### src/serial_link_consts.svh
// offsets, field positions, reset values and sizes for the serial link control pair
`ifndef SERIAL_LINK_CONSTS_SVH
`define SERIAL_LINK_CONSTS_SVH
`define TS_CTRL_OFS 10'h160
`define LINK_EN_OFS 10'h200
`define MODE_OFS 10'h201
`define KM1_OFS 10'h202
`define TS_EN_BIT 0
`define LINK_EN_BIT 0
`define MODE_MSB 5
`define TS_CTRL_RST 8'h00
`define LINK_EN_RST 8'h01
`define MODE_RST 8'h00
`define KM1_RST 8'h1f
`define TS_CTRL_WMASK 8'h01
`define LINK_EN_WMASK 8'h01
`define MODE_WMASK 8'h3f
`define KM1_WMASK 8'hff
`define MODE_64B_FIRST 6'h20
`define KM1_MIN 8'h03
`define ADC_WIDTH 12
`define FIELD_WIDTH 16
`define FIFO_DEPTH 8
`define CMD_OFS 8'h00
`define STATUS_OFS 8'h04
`define CTRL_OFS 8'h08
`define CMD_WRITE_BIT 31
`define CMD_ADDR_LSB 16
`define ST_BUSY_BIT 0
`define ST_REFUSED_BIT 1
`define ST_LINK_BIT 2
`define ST_RDATA_LSB 8
`define CTRL_CAL_BIT 0
`define CTRL_TSRX_BIT 1
`endif

### src/serial_link_pkg.sv
// types for the two ends of the serial link control pair: link state for the converter end, access state for the controller end
package serial_link_pkg;
	typedef enum logic [1:0] {
		LINK_OFF = 2'b00,
		LINK_START = 2'b01,
		LINK_RUN = 2'b10
	} link_state_t;
	typedef enum logic [1:0] {
		ACC_IDLE = 2'b00,
		ACC_REQ = 2'b01,
		ACC_DONE = 2'b10
	} acc_state_t;
endpackage : serial_link_pkg

### src/serial_link_if.sv
// carrier between the converter end and the receiver/controller end
interface serial_link_if #(
	parameter int N = 16
);
	logic cfg_req;
	logic cfg_write;
	logic [9:0] cfg_addr;
	logic [7:0] cfg_wdata;
	logic [7:0] cfg_rdata;
	logic cfg_ack;
	logic [N-1:0] lane_data;
	logic lane_valid;
	logic lane_ready;
	logic lane_mf_start;
	logic lane_active;
	logic [1:0] ila_cs;
	logic [7:0] ila_km1;
	modport device (
		input cfg_req, cfg_write, cfg_addr, cfg_wdata, lane_ready,
		output cfg_rdata, cfg_ack, lane_data, lane_valid, lane_mf_start, lane_active,
		output ila_cs, ila_km1
	);
	modport host (
		output cfg_req, cfg_write, cfg_addr, cfg_wdata, lane_ready,
		input cfg_rdata, cfg_ack, lane_data, lane_valid, lane_mf_start, lane_active,
		input ila_cs, ila_km1
	);
endinterface : serial_link_if

### src/serial_link_device.sv
// converter end: link control registers, sample fifo, multiframe counter
//
// The cfg_req/cfg_ack register port was decided locally.
`include "serial_link_consts.svh"

// word fifo with registered ready/valid flags and a synchronous flush
module sample_fifo #(
	parameter int WIDTH = `FIELD_WIDTH,
	parameter int DEPTH = `FIFO_DEPTH
) (
	input wire logic clk,
	input wire logic arst_n,
	input wire logic flush,
	input wire logic [WIDTH-1:0] in_data,
	input wire logic in_valid,
	output logic in_ready,
	output logic [WIDTH-1:0] out_data,
	output logic out_valid,
	input wire logic out_ready
);
	localparam int AW = (DEPTH > 1) ? $clog2(DEPTH) : 1;
	localparam int CW = $clog2(DEPTH + 1);
	localparam logic [CW-1:0] FULL_COUNT = CW'(DEPTH);
	logic [WIDTH-1:0] mem_reg [DEPTH];
	logic [AW-1:0] wr_ptr_reg;
	logic [AW-1:0] rd_ptr_reg;
	logic [CW-1:0] count_reg;
	logic [CW-1:0] count_next;
	logic in_ready_reg;
	logic out_valid_reg;
	wire push = in_valid & in_ready_reg;
	wire pop = out_valid_reg & out_ready;

	// refuse sizes the pointers cannot serve
	if (DEPTH < 2 || WIDTH < 1) begin : g_bad_size
		$error("sample_fifo: depth below 2 or no width");
	end

	function automatic logic [AW-1:0] ptr_inc(input logic [AW-1:0] p);
		ptr_inc = (p == AW'(DEPTH - 1)) ? '0 : p + 1'b1;
	endfunction : ptr_inc

	// occupancy after this edge
	assign count_next = flush ? '0 : count_reg + CW'(push) - CW'(pop);
	assign in_ready = in_ready_reg;
	assign out_valid = out_valid_reg;
	assign out_data = mem_reg[rd_ptr_reg];

	// storage, indexed by write pointer
	always_ff @(posedge clk) begin
		if (push) mem_reg[wr_ptr_reg] <= in_data;
	end

	// pointers and honest full/empty flags
	always_ff @(posedge clk or negedge arst_n) begin
		if (!arst_n) begin
			wr_ptr_reg <= '0;
			rd_ptr_reg <= '0;
			count_reg <= '0;
			in_ready_reg <= 1'b0;
			out_valid_reg <= 1'b0;
		end else begin
			wr_ptr_reg <= flush ? '0 : (push ? ptr_inc(wr_ptr_reg) : wr_ptr_reg);
			rd_ptr_reg <= flush ? '0 : (pop ? ptr_inc(rd_ptr_reg) : rd_ptr_reg);
			count_reg <= count_next;
			in_ready_reg <= ~flush & (count_next != FULL_COUNT);
			out_valid_reg <= ~flush & (count_next != '0);
		end
	end
endmodule : sample_fifo

module serial_link_device
	import serial_link_pkg::*;
#(
	parameter int ADC_W = `ADC_WIDTH,
	parameter int N = `FIELD_WIDTH,
	parameter int DEPTH = `FIFO_DEPTH
) (
	input wire logic SYS_CLK,
	input wire logic ARST_N,
	input wire logic [ADC_W-1:0] SAMPLE_DATA,
	input wire logic SAMPLE_VALID,
	output logic SAMPLE_READY,
	input wire logic TIMESTAMP_IN,
	input wire logic SYSREF_IN,
	output logic SERDES_POWER_ON,
	output logic LINK_CLK_ON,
	output logic LINK_RUNNING,
	serial_link_if.device LINK
);
	logic [7:0] ts_ctrl_reg;
	logic [7:0] link_enable_reg;
	logic [7:0] link_output_mode_reg;
	logic [7:0] frames_per_multiframe_reg;
	logic [7:0] rdata_reg;
	logic ack_reg;
	logic serdes_on_reg;
	logic clk_on_reg;
	link_state_t state_reg;
	link_state_t state_next;
	logic running_reg;
	logic [7:0] act_km1_reg;
	logic [7:0] mf_count_reg;
	logic [N-1:0] field;
	logic [N-1:0] lane_field;
	logic fifo_out_valid;

	// refuse a field that cannot hold the sample
	if (N < ADC_W || ADC_W < 1) begin : g_bad_width
		$error("serial_link_device: field narrower than sample");
	end

	// sample placed at the field top; timestamp takes the field LSB
	function automatic logic [N-1:0] format_field(input logic [ADC_W-1:0] adc,
		input logic ts, input logic ts_en);
		logic [N-1:0] f;
		f = N'(adc) << (N - ADC_W);
		if (ts_en) f[0] = ts;
		format_field = f;
	endfunction : format_field

	// frames per multiframe minus one, 64B/66B taking it from the mode
	function automatic logic [7:0] eff_km1(input logic [`MODE_MSB:0] mode,
		input logic [7:0] km1);
		logic [8:0] k;
		k = 9'h100 >> mode[1:0];
		eff_km1 = (mode >= `MODE_64B_FIRST) ? 8'(k - 9'h001) : km1;
	endfunction : eff_km1

	// register port decode
	wire cfg_wr = LINK.cfg_req & LINK.cfg_write & ~ack_reg;
	wire wr_ts = cfg_wr & (LINK.cfg_addr == `TS_CTRL_OFS);
	wire wr_en = cfg_wr & (LINK.cfg_addr == `LINK_EN_OFS);
	wire wr_mode = cfg_wr & (LINK.cfg_addr == `MODE_OFS);
	wire wr_km1 = cfg_wr & (LINK.cfg_addr == `KM1_OFS);
	wire link_en = link_enable_reg[`LINK_EN_BIT];
	wire ts_en = ts_ctrl_reg[`TS_EN_BIT];
	wire link_run = (state_reg == LINK_RUN);
	wire flush = ~link_run;
	wire frame_take = fifo_out_valid & LINK.lane_ready;
	wire [7:0] rd_mux = (LINK.cfg_addr == `TS_CTRL_OFS) ? ts_ctrl_reg :
		(LINK.cfg_addr == `LINK_EN_OFS) ? link_enable_reg :
		(LINK.cfg_addr == `MODE_OFS) ? link_output_mode_reg :
		(LINK.cfg_addr == `KM1_OFS) ? frames_per_multiframe_reg : 8'h00;

	// register storage; reserved bits stored as written
	always_ff @(posedge SYS_CLK or negedge ARST_N) begin
		if (!ARST_N) begin
			ts_ctrl_reg <= `TS_CTRL_RST;
			link_enable_reg <= `LINK_EN_RST;
			link_output_mode_reg <= `MODE_RST;
			frames_per_multiframe_reg <= `KM1_RST;
		end else begin
			if (wr_ts) ts_ctrl_reg <= LINK.cfg_wdata;
			if (wr_en) link_enable_reg <= LINK.cfg_wdata;
			if (wr_mode) link_output_mode_reg <= LINK.cfg_wdata;
			if (wr_km1) frames_per_multiframe_reg <= LINK.cfg_wdata;
		end
	end

	// one-cycle acknowledge per request, read data with it
	always_ff @(posedge SYS_CLK or negedge ARST_N) begin
		if (!ARST_N) begin
			ack_reg <= 1'b0;
			rdata_reg <= 8'h00;
		end else begin
			ack_reg <= LINK.cfg_req & ~ack_reg;
			rdata_reg <= (LINK.cfg_req & ~ack_reg) ? rd_mux : rdata_reg;
		end
	end

	// link state: off while disabled, one start cycle, then running
	always_comb begin
		case (state_reg)
			LINK_OFF: state_next = link_en ? LINK_START : LINK_OFF;
			LINK_START: state_next = link_en ? LINK_RUN : LINK_OFF;
			LINK_RUN: state_next = link_en ? LINK_RUN : LINK_OFF;
			default: state_next = LINK_OFF;
		endcase
	end

	// state, power and clock gates follow the enable bit
	always_ff @(posedge SYS_CLK or negedge ARST_N) begin
		if (!ARST_N) begin
			state_reg <= LINK_OFF;
			running_reg <= 1'b0;
			serdes_on_reg <= 1'b0;
			clk_on_reg <= 1'b0;
		end else begin
			state_reg <= state_next;
			running_reg <= (state_next == LINK_RUN);
			serdes_on_reg <= link_en;
			clk_on_reg <= link_en;
		end
	end

	// mode and K are only picked up on the start cycle
	always_ff @(posedge SYS_CLK or negedge ARST_N) begin
		if (!ARST_N) begin
			act_km1_reg <= `KM1_RST;
		end else if (state_reg == LINK_START) begin
			act_km1_reg <= eff_km1(link_output_mode_reg[`MODE_MSB:0],
				frames_per_multiframe_reg);
		end
	end

	// multiframe counter: reset while off, SYSREF aligns only when running
	always_ff @(posedge SYS_CLK or negedge ARST_N) begin
		if (!ARST_N) begin
			mf_count_reg <= 8'h00;
		end else if (flush) begin
			mf_count_reg <= 8'h00;
		end else if (SYSREF_IN) begin
			mf_count_reg <= 8'h00;
		end else if (frame_take) begin
			mf_count_reg <= (mf_count_reg == act_km1_reg) ? 8'h00 : mf_count_reg + 8'h01;
		end
	end

	// timestamp formatted on entry so it rides the fifo with its sample
	assign field = format_field(SAMPLE_DATA, TIMESTAMP_IN, ts_en);

	sample_fifo #(
		.WIDTH(N),
		.DEPTH(DEPTH)
	) u_fifo (
		.clk(SYS_CLK),
		.arst_n(ARST_N),
		.flush(flush),
		.in_data(field),
		.in_valid(SAMPLE_VALID),
		.in_ready(SAMPLE_READY),
		.out_data(lane_field),
		.out_valid(fifo_out_valid),
		.out_ready(LINK.lane_ready)
	);

	// link side outputs
	assign LINK.lane_data = lane_field;
	assign LINK.lane_valid = fifo_out_valid;
	assign LINK.lane_mf_start = fifo_out_valid & link_run & (mf_count_reg == 8'h00);
	assign LINK.lane_active = link_run;
	assign LINK.ila_cs = 2'b00;
	assign LINK.ila_km1 = act_km1_reg;
	assign LINK.cfg_ack = ack_reg;
	assign LINK.cfg_rdata = rdata_reg;
	assign SERDES_POWER_ON = serdes_on_reg;
	assign LINK_CLK_ON = clk_on_reg;
	assign LINK_RUNNING = running_reg;
endmodule : serial_link_device

### src/flat_wrapper.sv
// flat-port wrapper written by rule: the top's interface ports become plain ports
module serial_link_device_flat import serial_link_pkg::*;
#(
	parameter int ADC_W = `ADC_WIDTH,
	parameter int N = `FIELD_WIDTH,
	parameter int DEPTH = `FIFO_DEPTH
)
  (SYS_CLK, ARST_N, SAMPLE_DATA, SAMPLE_VALID, SAMPLE_READY, TIMESTAMP_IN, SYSREF_IN, SERDES_POWER_ON, LINK_CLK_ON, LINK_RUNNING, LINK_cfg_req, LINK_cfg_write, LINK_cfg_addr, LINK_cfg_wdata, LINK_lane_ready, LINK_cfg_rdata, LINK_cfg_ack, LINK_lane_data, LINK_lane_valid, LINK_lane_mf_start, LINK_lane_active, LINK_ila_cs, LINK_ila_km1);
  serial_link_if #(.N(N)) LINK_i ();
  input wire logic SYS_CLK;
  input wire logic ARST_N;
  input wire logic [ADC_W-1:0] SAMPLE_DATA;
  input wire logic SAMPLE_VALID;
  output logic SAMPLE_READY;
  input wire logic TIMESTAMP_IN;
  input wire logic SYSREF_IN;
  output logic SERDES_POWER_ON;
  output logic LINK_CLK_ON;
  output logic LINK_RUNNING;
  input wire logic [$bits(LINK_i.cfg_req)-1:0] LINK_cfg_req;
  input wire logic [$bits(LINK_i.cfg_write)-1:0] LINK_cfg_write;
  input wire logic [$bits(LINK_i.cfg_addr)-1:0] LINK_cfg_addr;
  input wire logic [$bits(LINK_i.cfg_wdata)-1:0] LINK_cfg_wdata;
  input wire logic [$bits(LINK_i.lane_ready)-1:0] LINK_lane_ready;
  output wire logic [$bits(LINK_i.cfg_rdata)-1:0] LINK_cfg_rdata;
  output wire logic [$bits(LINK_i.cfg_ack)-1:0] LINK_cfg_ack;
  output wire logic [$bits(LINK_i.lane_data)-1:0] LINK_lane_data;
  output wire logic [$bits(LINK_i.lane_valid)-1:0] LINK_lane_valid;
  output wire logic [$bits(LINK_i.lane_mf_start)-1:0] LINK_lane_mf_start;
  output wire logic [$bits(LINK_i.lane_active)-1:0] LINK_lane_active;
  output wire logic [$bits(LINK_i.ila_cs)-1:0] LINK_ila_cs;
  output wire logic [$bits(LINK_i.ila_km1)-1:0] LINK_ila_km1;
  assign LINK_i.cfg_req = LINK_cfg_req;
  assign LINK_i.cfg_write = LINK_cfg_write;
  assign LINK_i.cfg_addr = LINK_cfg_addr;
  assign LINK_i.cfg_wdata = LINK_cfg_wdata;
  assign LINK_i.lane_ready = LINK_lane_ready;
  assign LINK_cfg_rdata = LINK_i.cfg_rdata;
  assign LINK_cfg_ack = LINK_i.cfg_ack;
  assign LINK_lane_data = LINK_i.lane_data;
  assign LINK_lane_valid = LINK_i.lane_valid;
  assign LINK_lane_mf_start = LINK_i.lane_mf_start;
  assign LINK_lane_active = LINK_i.lane_active;
  assign LINK_ila_cs = LINK_i.ila_cs;
  assign LINK_ila_km1 = LINK_i.ila_km1;
  serial_link_device #(.ADC_W(ADC_W), .N(N), .DEPTH(DEPTH)) u_core (.SYS_CLK(SYS_CLK), .ARST_N(ARST_N), .SAMPLE_DATA(SAMPLE_DATA), .SAMPLE_VALID(SAMPLE_VALID), .SAMPLE_READY(SAMPLE_READY), .TIMESTAMP_IN(TIMESTAMP_IN), .SYSREF_IN(SYSREF_IN), .SERDES_POWER_ON(SERDES_POWER_ON), .LINK_CLK_ON(LINK_CLK_ON), .LINK_RUNNING(LINK_RUNNING), .LINK(LINK_i));
endmodule
### config.mk
export PLATFORM = sky130hd
export DESIGN_NAME = serial_link_device_flat
export DESIGN_NICKNAME = d
export VERILOG_FILES = /design/src/serial_link_pkg.sv /design/src/serial_link_if.sv /design/src/serial_link_device.sv /design/src/flat_wrapper.sv
export VERILOG_INCLUDE_DIRS = /design/src
export SDC_FILE = /design/constraint.sdc
export NUM_CORES = 1
export LEC_CHECK = 0
export ABC_AREA = 1
export BUFFER_PORTS_ARGS = -buffer_cell sky130_fd_sc_hd__buf_2
export CORE_ASPECT_RATIO = 0.8
export CORE_MARGIN = 1
export CORE_UTILIZATION = 59
export CTS_CLUSTER_DIAMETER = 200
export CTS_CLUSTER_SIZE = 40
export DETAILED_ROUTE_END_ITERATION = 7
export GPL_ROUTABILITY_DRIVEN = 0
export PLACE_DENSITY = 0.78
export SLEW_MARGIN = 20
export SYNTH_ARGS = -nofsm -noshare
export SYNTH_HDL_FRONTEND = slang
export SYNTH_SLANG_ARGS = --single-unit
### constraint.sdc
create_clock -name SYS_CLK -period 2.6 [get_ports SYS_CLK]
set_clock_uncertainty 0.05 [all_clocks]
set_input_delay 0 -clock SYS_CLK [delete_from_list [all_inputs] [get_ports SYS_CLK]]
set_output_delay 0 -clock SYS_CLK [all_outputs]
set_load 0.01 [all_outputs]
==> impl_metrics.ini, run 1 <==
[worst_setup_path]
start_kind = flop
critical_path.endpoint_type = flop
slowest_delay_ns = 0.39
path_cells = nand2_1 -> inv_1 -> ha_1 -> inv_1 -> ha_1 -> fa_1 -> xnor2_1 -> nor2_1 -> nor3_1 -> a21oi_1
worst-path-max-fanout = 4
crit_type = reg2reg
worstPathArrival_ns = 2.59
cp.required_ns = 2.86
critPathSlowestCell = dfrtp_1

[drt]
wl_per_cell_um = 16.8
num_vias = 5962
postRouteWirelength_mm = 18.1
viasPerCell = 5.55
drc = 0
firstDrtPassIters = 6
drt-initial-drc-count = 574
antenna_left = 0

[power]
power-per-cell-area_nw_per_um2 = 607
p_leak_uw = 0.00411
p_total_uw = 5730
peakVddDrop_uv = 486

[cts]
cts_buffers = 17
cts_setup_buffers = 0
clockBufferDepth = 2
cts_tree = done
clk_latency_ns = 0.43
clockRootBuffer = clkbuf_16
cts_htree_levels = 4
clkTransAtPathRegs_ns = 0.07
clock_sinks = 177

[floorplanning]
pin_count = 80
dieArea_sq_um = 14100
die_h_um = 107
placementRows = 37
core_area_sq_um = 13100
start_util = 0.615
die_w_um = 133

[sta]
layout_setup_ws_ns = 0.269
relSlewSlack = 0.384
setup_viol = 0
finalHoldViolations = 0
period_needed_ns = 2.33
tightest_slew_ns = 0.924
rsz0062_at_grt = false
setup_tns_ns = 0
fin_crit_sh = 0.896
finalMaxSlewViolations = 0
fmax_ghz = 0.429

[grt]
antenna_found_initial = 0
grt_max_degree = 74
grt_usage = 0.278
grt_pass1_wl_mm = 29.3
grt_pass1_vias = 5902
overflow = 0

[synthesis]
synth_largest_area_cell = edfxtp_1
synth_top_cells_by_count = 167 x nand2_1, 131 x nor2_1, 104 x edfxtp_1
synthCells = 779
netlist_area_sq_um = 8060
yosys_register_bits = 177
synth-main-ff-cell = edfxtp_1
yosysMostFrequentCell = nand2_1
synth_top_cell_area_share = 0.388
yosysSeqAreaShare = 0.616
synth_edf_count = 104
async_reset_ff_frac = 0.412
yosys_warnings = 0
ys_types = 40
synth.area.top_cells = edfxtp_1 39%, dfrtp_1 19%, nand2_1 7.8%, nor2_1 6.1%, dfstp_2 3.6%
syn_area_per_cell_sq_um = 10.3

[place]
placed_cells = 1016
dp_hpwl_mm = 11.5
place_area_sq_um = 8600
place_ws_ns = 0.353
port_buffers = 74

[status]
status = completed

[final_layout]
nets = 939
area_growth_pct = 17.0
fin_area_sq_um = 9430
diodes = 0
ff_latch_area_sq_um = 4960
largest_register_ffs = 104
instances_no_fill = 1074
drive_above_1_share = 0.211
num-fill-cells = 934
multi_input_area_sq_um = 2620

[hold_path]
hold_class = in2reg

[flow_run]
max-cap-violations = 0
[final cells by class]
| type | instances | area share |
|---|---|---|
| clock inverters | 14 | 0.0150 |
| repair buffers | 118 | 0.0825 |
| well taps | 175 | 0.0232 |
| multi-input cells | 499 | 0.278 |
| inverters | 73 | 0.0295 |
| clock buffers | 18 | 0.0455 |
| flip-flops and latches | 177 | 0.526 |
[worst paths after layout]
path / startpoint / endpoint / slack, ns / cells past startpoint
worst min register to register: u_core.link_enable_reg[0] / u_core.SERDES_POWER_ON / 0.38 / 0
worst max-delay path: u_core.u_fifo.out_valid / u_core.u_fifo.in_ready / 0.27 / 10
max in group asynchronous: ARST_N / u_core.state_reg[0] / 1.62 / 3
worst min-delay path: LINK_cfg_addr[6] / u_core.ts_ctrl_reg[2] / 0.06 / 5
min in group asynchronous: ARST_N / u_core.link_output_mode_reg[2] / 0.27 / 3
worst max register to register: u_core.u_fifo.out_valid / u_core.u_fifo.in_ready / 0.27 / 10
[layout by cell type (no fill, tap or decap), types with 26 or more instances in the layout]
| cell type | n |
|---|---|
| buf_2 | 74 |
| inv_1 | 70 |
| o32ai_1 | 26 |
| edfxtp_1 | 104 |
| nand2_1 | 167 |
| o21ai_0 | 35 |
| nor2_1 | 131 |
| dfrtp_1 | 62 |
| o21ai_2 | 32 |
| dlygate4sd3_1 | 26 |
[routing by layer]
metal / track usage / wire length [um] / vias to the layer above
met1: 0.391 / 8050 / 2857
met3: 0.0668 / 1390 / 36
li1: - / - / 2820
met5: 0 / 0 / -
met2: 0.412 / 8200 / 249
met4: 0.126 / 408 / 0
[metrics by stage]
step,hold slack [ns],util
6_report,0.0606,0.720
5_1_grt,0.0978,0.720
4_1_cts,0.0473,0.720
3_5_place_dp,0.226,0.656
3_3_place_gp,0.206,0.656
2_1_floorplan,-0.346,-
[cell families (layout without fill, tap and decap cells)]
group | after synthesis | count (layout) | synth area share
buffers and inverters | 107 | 223 | 0.0606
DFF | 177 | 177 | 0.616
other | 1 | 5 | 0.000465
and+or+nand+nor | 348 | 348 | 0.186
xor gates and xnor gates | 4 | 4 | 0.00435
adders and majority gates | 15 | 15 | 0.0242
AOI/OAI and AO/OA | 127 | 127 | 0.109
[report_power, final]
group / switching, uW / internal [uW] / total, uW
clock: 1070 / 1410 / 2480
sequential: 13.8 / 3000 / 3020
combinational: 147 / 88.4 / 235
[critical path: cells and delay by family (launching register included)]
kind	cells	cell delay (ns)
AO/OA/AOI/OAI	1	0.11
XOR/XNOR	1	0.21
adder cells (fa/ha/maj)	3	0.87
buffers and inverters	2	0.13
flip-flops	1	0.39
AND/OR/NAND/NOR	3	0.44
[what timing repair did]
item                                   4_1_cts  5_1_grt
endpoints found under the hold margin      203        0
hold buffers                                26        0
gates resized for setup                      0        0
Power figures use the tool's default switching activity.
==> run 2: changes to the inputs <==
- ABC_AREA: 1 -> 0
- CORE_UTILIZATION: 59 -> 58
- PLACE_DENSITY: 0.78 -> 0.77
==> impl_metrics.ini, run 2 <==
[place]
place_ws_ns = 0.262
placed_cells = 734
place_area_sq_um = 8250
dp_hpwl_mm = 10.5
port_buffers = 74

[worst_setup_path]
path_delay_family = compound AO/OA/AOI/OAI gates
critPathSlowestCell = dfrtp_1
r2r-end = u_core.u_fifo.in_ready
worst-path-buf-inv = 2
worstPathArrival_ns = 2.60
start_kind = flop
reg2reg_depth = 10
path_cells = nand2_1 -> inv_1 -> ha_1 -> inv_1 -> ha_1 -> a21o_1 -> a21oi_1 -> xnor2_1 -> nand2_1 -> o41a_1
cp.required_ns = 2.86
crit_type = reg2reg
slowest_delay_ns = 0.40
crit-reg2reg-launch = u_core.u_fifo.out_valid
r2r_slack_ns = 0.26
critical_path.endpoint_type = flop
worst-path-max-fanout = 6

[power]
p_int_uw = 4540
p_clk_frac = 0.426
swShare = 0.212
switchingPower_uw = 1220
p_leak_uw = 0.00361
pwr-share-seq = 0.529
power-per-cell-area_nw_per_um2 = 635
peakVddDrop_uv = 428
p_comb_frac = 0.045

[hold_path]
hold_class = in2reg
worstHoldEndpoint = u_core.LINK.cfg_ack
min_delay_path_depth = 3
hp-start = LINK_cfg_req

[grt]
grt_pass1_vias = 4835
grt_pass1_wl_mm = 25.8
antenna_found_initial = 0
grt_max_degree = 34
grt_usage = 0.266
overflow = 0

[sta]
period_needed_ns = 2.34
finalHoldViolations = 0
setup_tns_ns = 0
fin_crit_sh = 0.899
relSlewSlack = 0.470
rsz0062_at_grt = false
layout_setup_ws_ns = 0.263
tightest_slew_ns = 0.795
holdWs_ns = 0.0190
fmax_ghz = 0.428
finalMaxSlewViolations = 0
setup_viol = 0

[final_layout]
final_cell_mix = 104 x edfxtp_1, 74 x buf_2, 62 x dfrtp_1
nets = 660
area_growth_pct = 19.8
instances_no_fill = 791
diodes = 0
num-fill-cells = 813
mostFrequentLayoutCell = edfxtp_1
largest_register_ffs = 104
fin_area_sq_um = 9070
drive_above_1_share = 0.353

[drt]
firstDrtPassIters = 5
viasPerCell = 5.90
postRouteWirelength_mm = 16.2
num_vias = 4663
antenna_left = 0
drc = 0
wl_per_cell_um = 20.5
drt-initial-drc-count = 331

[synthesis]
synthCells = 487
synth_top_cell_area_share = 0.413
yosys_register_bits = 177
synth_top_cells_by_count = 104 x edfxtp_1, 62 x dfrtp_1, 46 x mux2_2
syn_area_per_cell_sq_um = 15.5
synth_largest_area_cell = edfxtp_1
synth.area.top_cells = edfxtp_1 41%, dfrtp_1 20%, mux4_2 7.7%, mux2_2 6.8%, dfstp_2 3.8%
synth-main-ff-cell = edfxtp_1
ys_types = 50
async_reset_ff_frac = 0.412
synth_edf_count = 104
yosysMostFrequentCell = edfxtp_1
yosys_warnings = 0
yosysSeqAreaShare = 0.656
netlist_area_sq_um = 7570

[cts]
cts_buffers = 17
cts_resized = 0
clock_sinks = 177
clockRootBuffer = clkbuf_16
cts-hold-fix-buffers = 25
cts_tree = done
clockBufferDepth = 2
cts_setup_buffers = 0
clkTransAtPathRegs_ns = 0.06
cts_htree_levels = 4
clk_latency_ns = 0.43

[floorplanning]
dieArea_sq_um = 13500
die_h_um = 104
core_area_sq_um = 12400
die_w_um = 130
placementRows = 36
start_util = 0.609
pin_count = 80

[flow_run]
max-cap-violations = 0

[status]
status = completed
## run 2: cell count changes in the layout (fill, tap and decap cells not counted), moves of 8 or more
cell / before / now
mux2_2: 0 / 46
o21ai_0: 35 / 12
o32ai_1: 26 / 0
mux2i_1: 0 / 10
o21ai_2: 32 / 0
a21oi_1: 7 / 24
inv_1: 70 / 11
nand2_1: 167 / 25
nor2_1: 131 / 27
nand3_1: 18 / 10
o21ai_1: 18 / 0
mux4_2: 0 / 26
## run 2: cell families after synthesis
family,synth area share
simple gates,0.0745
other cells,0.000495
xor+xnor,0.0127
buf+inv,0.0223
fa+ha+maj,0.0258
mux,0.159
flops,0.656
compound gates,0.0494
## run 2: worst max-delay path by stage
stage | from | to | slack (ns) | cells past startpoint
finish | u_core.u_fifo.out_valid | u_core.u_fifo.in_ready | 0.26 | 10
detailed placement | u_core.u_fifo.out_valid | u_core.u_fifo.in_ready | 0.26 | 10
floorplan | u_core.u_fifo.in_ready | u_core.u_fifo.mem_reg[0][0] | 0.21 | 2
global route | u_core.u_fifo.out_valid | u_core.u_fifo.in_ready | 0.09 | 10
CTS | u_core.u_fifo.out_valid | u_core.u_fifo.in_ready | 0.25 | 10
global placement | u_core.u_fifo.out_valid | u_core.u_fifo.out_valid | 0.43 | 8
## run 2: area by class of cell
type	instances	area [sq um]	area share
tap	171	214	0.0236
sequential	177	4960	0.547
inverter	11	41.3	0.00455
multi-input combinational	279	2480	0.273
timing repair buffer	121	798	0.0880
clock inverter	13	138	0.0152
clock buffer	19	433	0.0478
## run 2: stage by stage
step                      power [uW]  utilization
after floorplan                 3200            -
after global placement          3320        0.663
after detailed placement        3330        0.663
after CTS                       5790        0.729
after global routing            5950        0.729
final                           5760        0.729
## run 2: worst reg2reg max path: cells and delay by family, from the launching register on
kind / cells / cell delay [ns]
flops: 1 / 0.40
simple gates: 2 / 0.21
fa+ha+maj: 2 / 0.45
xor+xnor: 1 / 0.20
buf+inv: 2 / 0.21
compound gates: 3 / 0.70
## run 2: metal layers
metal | global-route usage | wire length [um]
met3 | 0.0854 | 1240
met2 | 0.389 | 7640
met4 | 0.100 | 242
met5 | 0 | 0
met1 | 0.375 | 7120
## run 2: power by group through the flow
stage | Combinational (uW) | Sequential [uW] | Clock (uW)
floorplan | 93.3 | 3110 | 0
global placement | 222 | 3100 | 0
detailed placement | 229 | 3100 | 0
CTS | 260 | 3040 | 2490
global route | 287 | 3040 | 2620
finish | 260 | 3040 | 2450
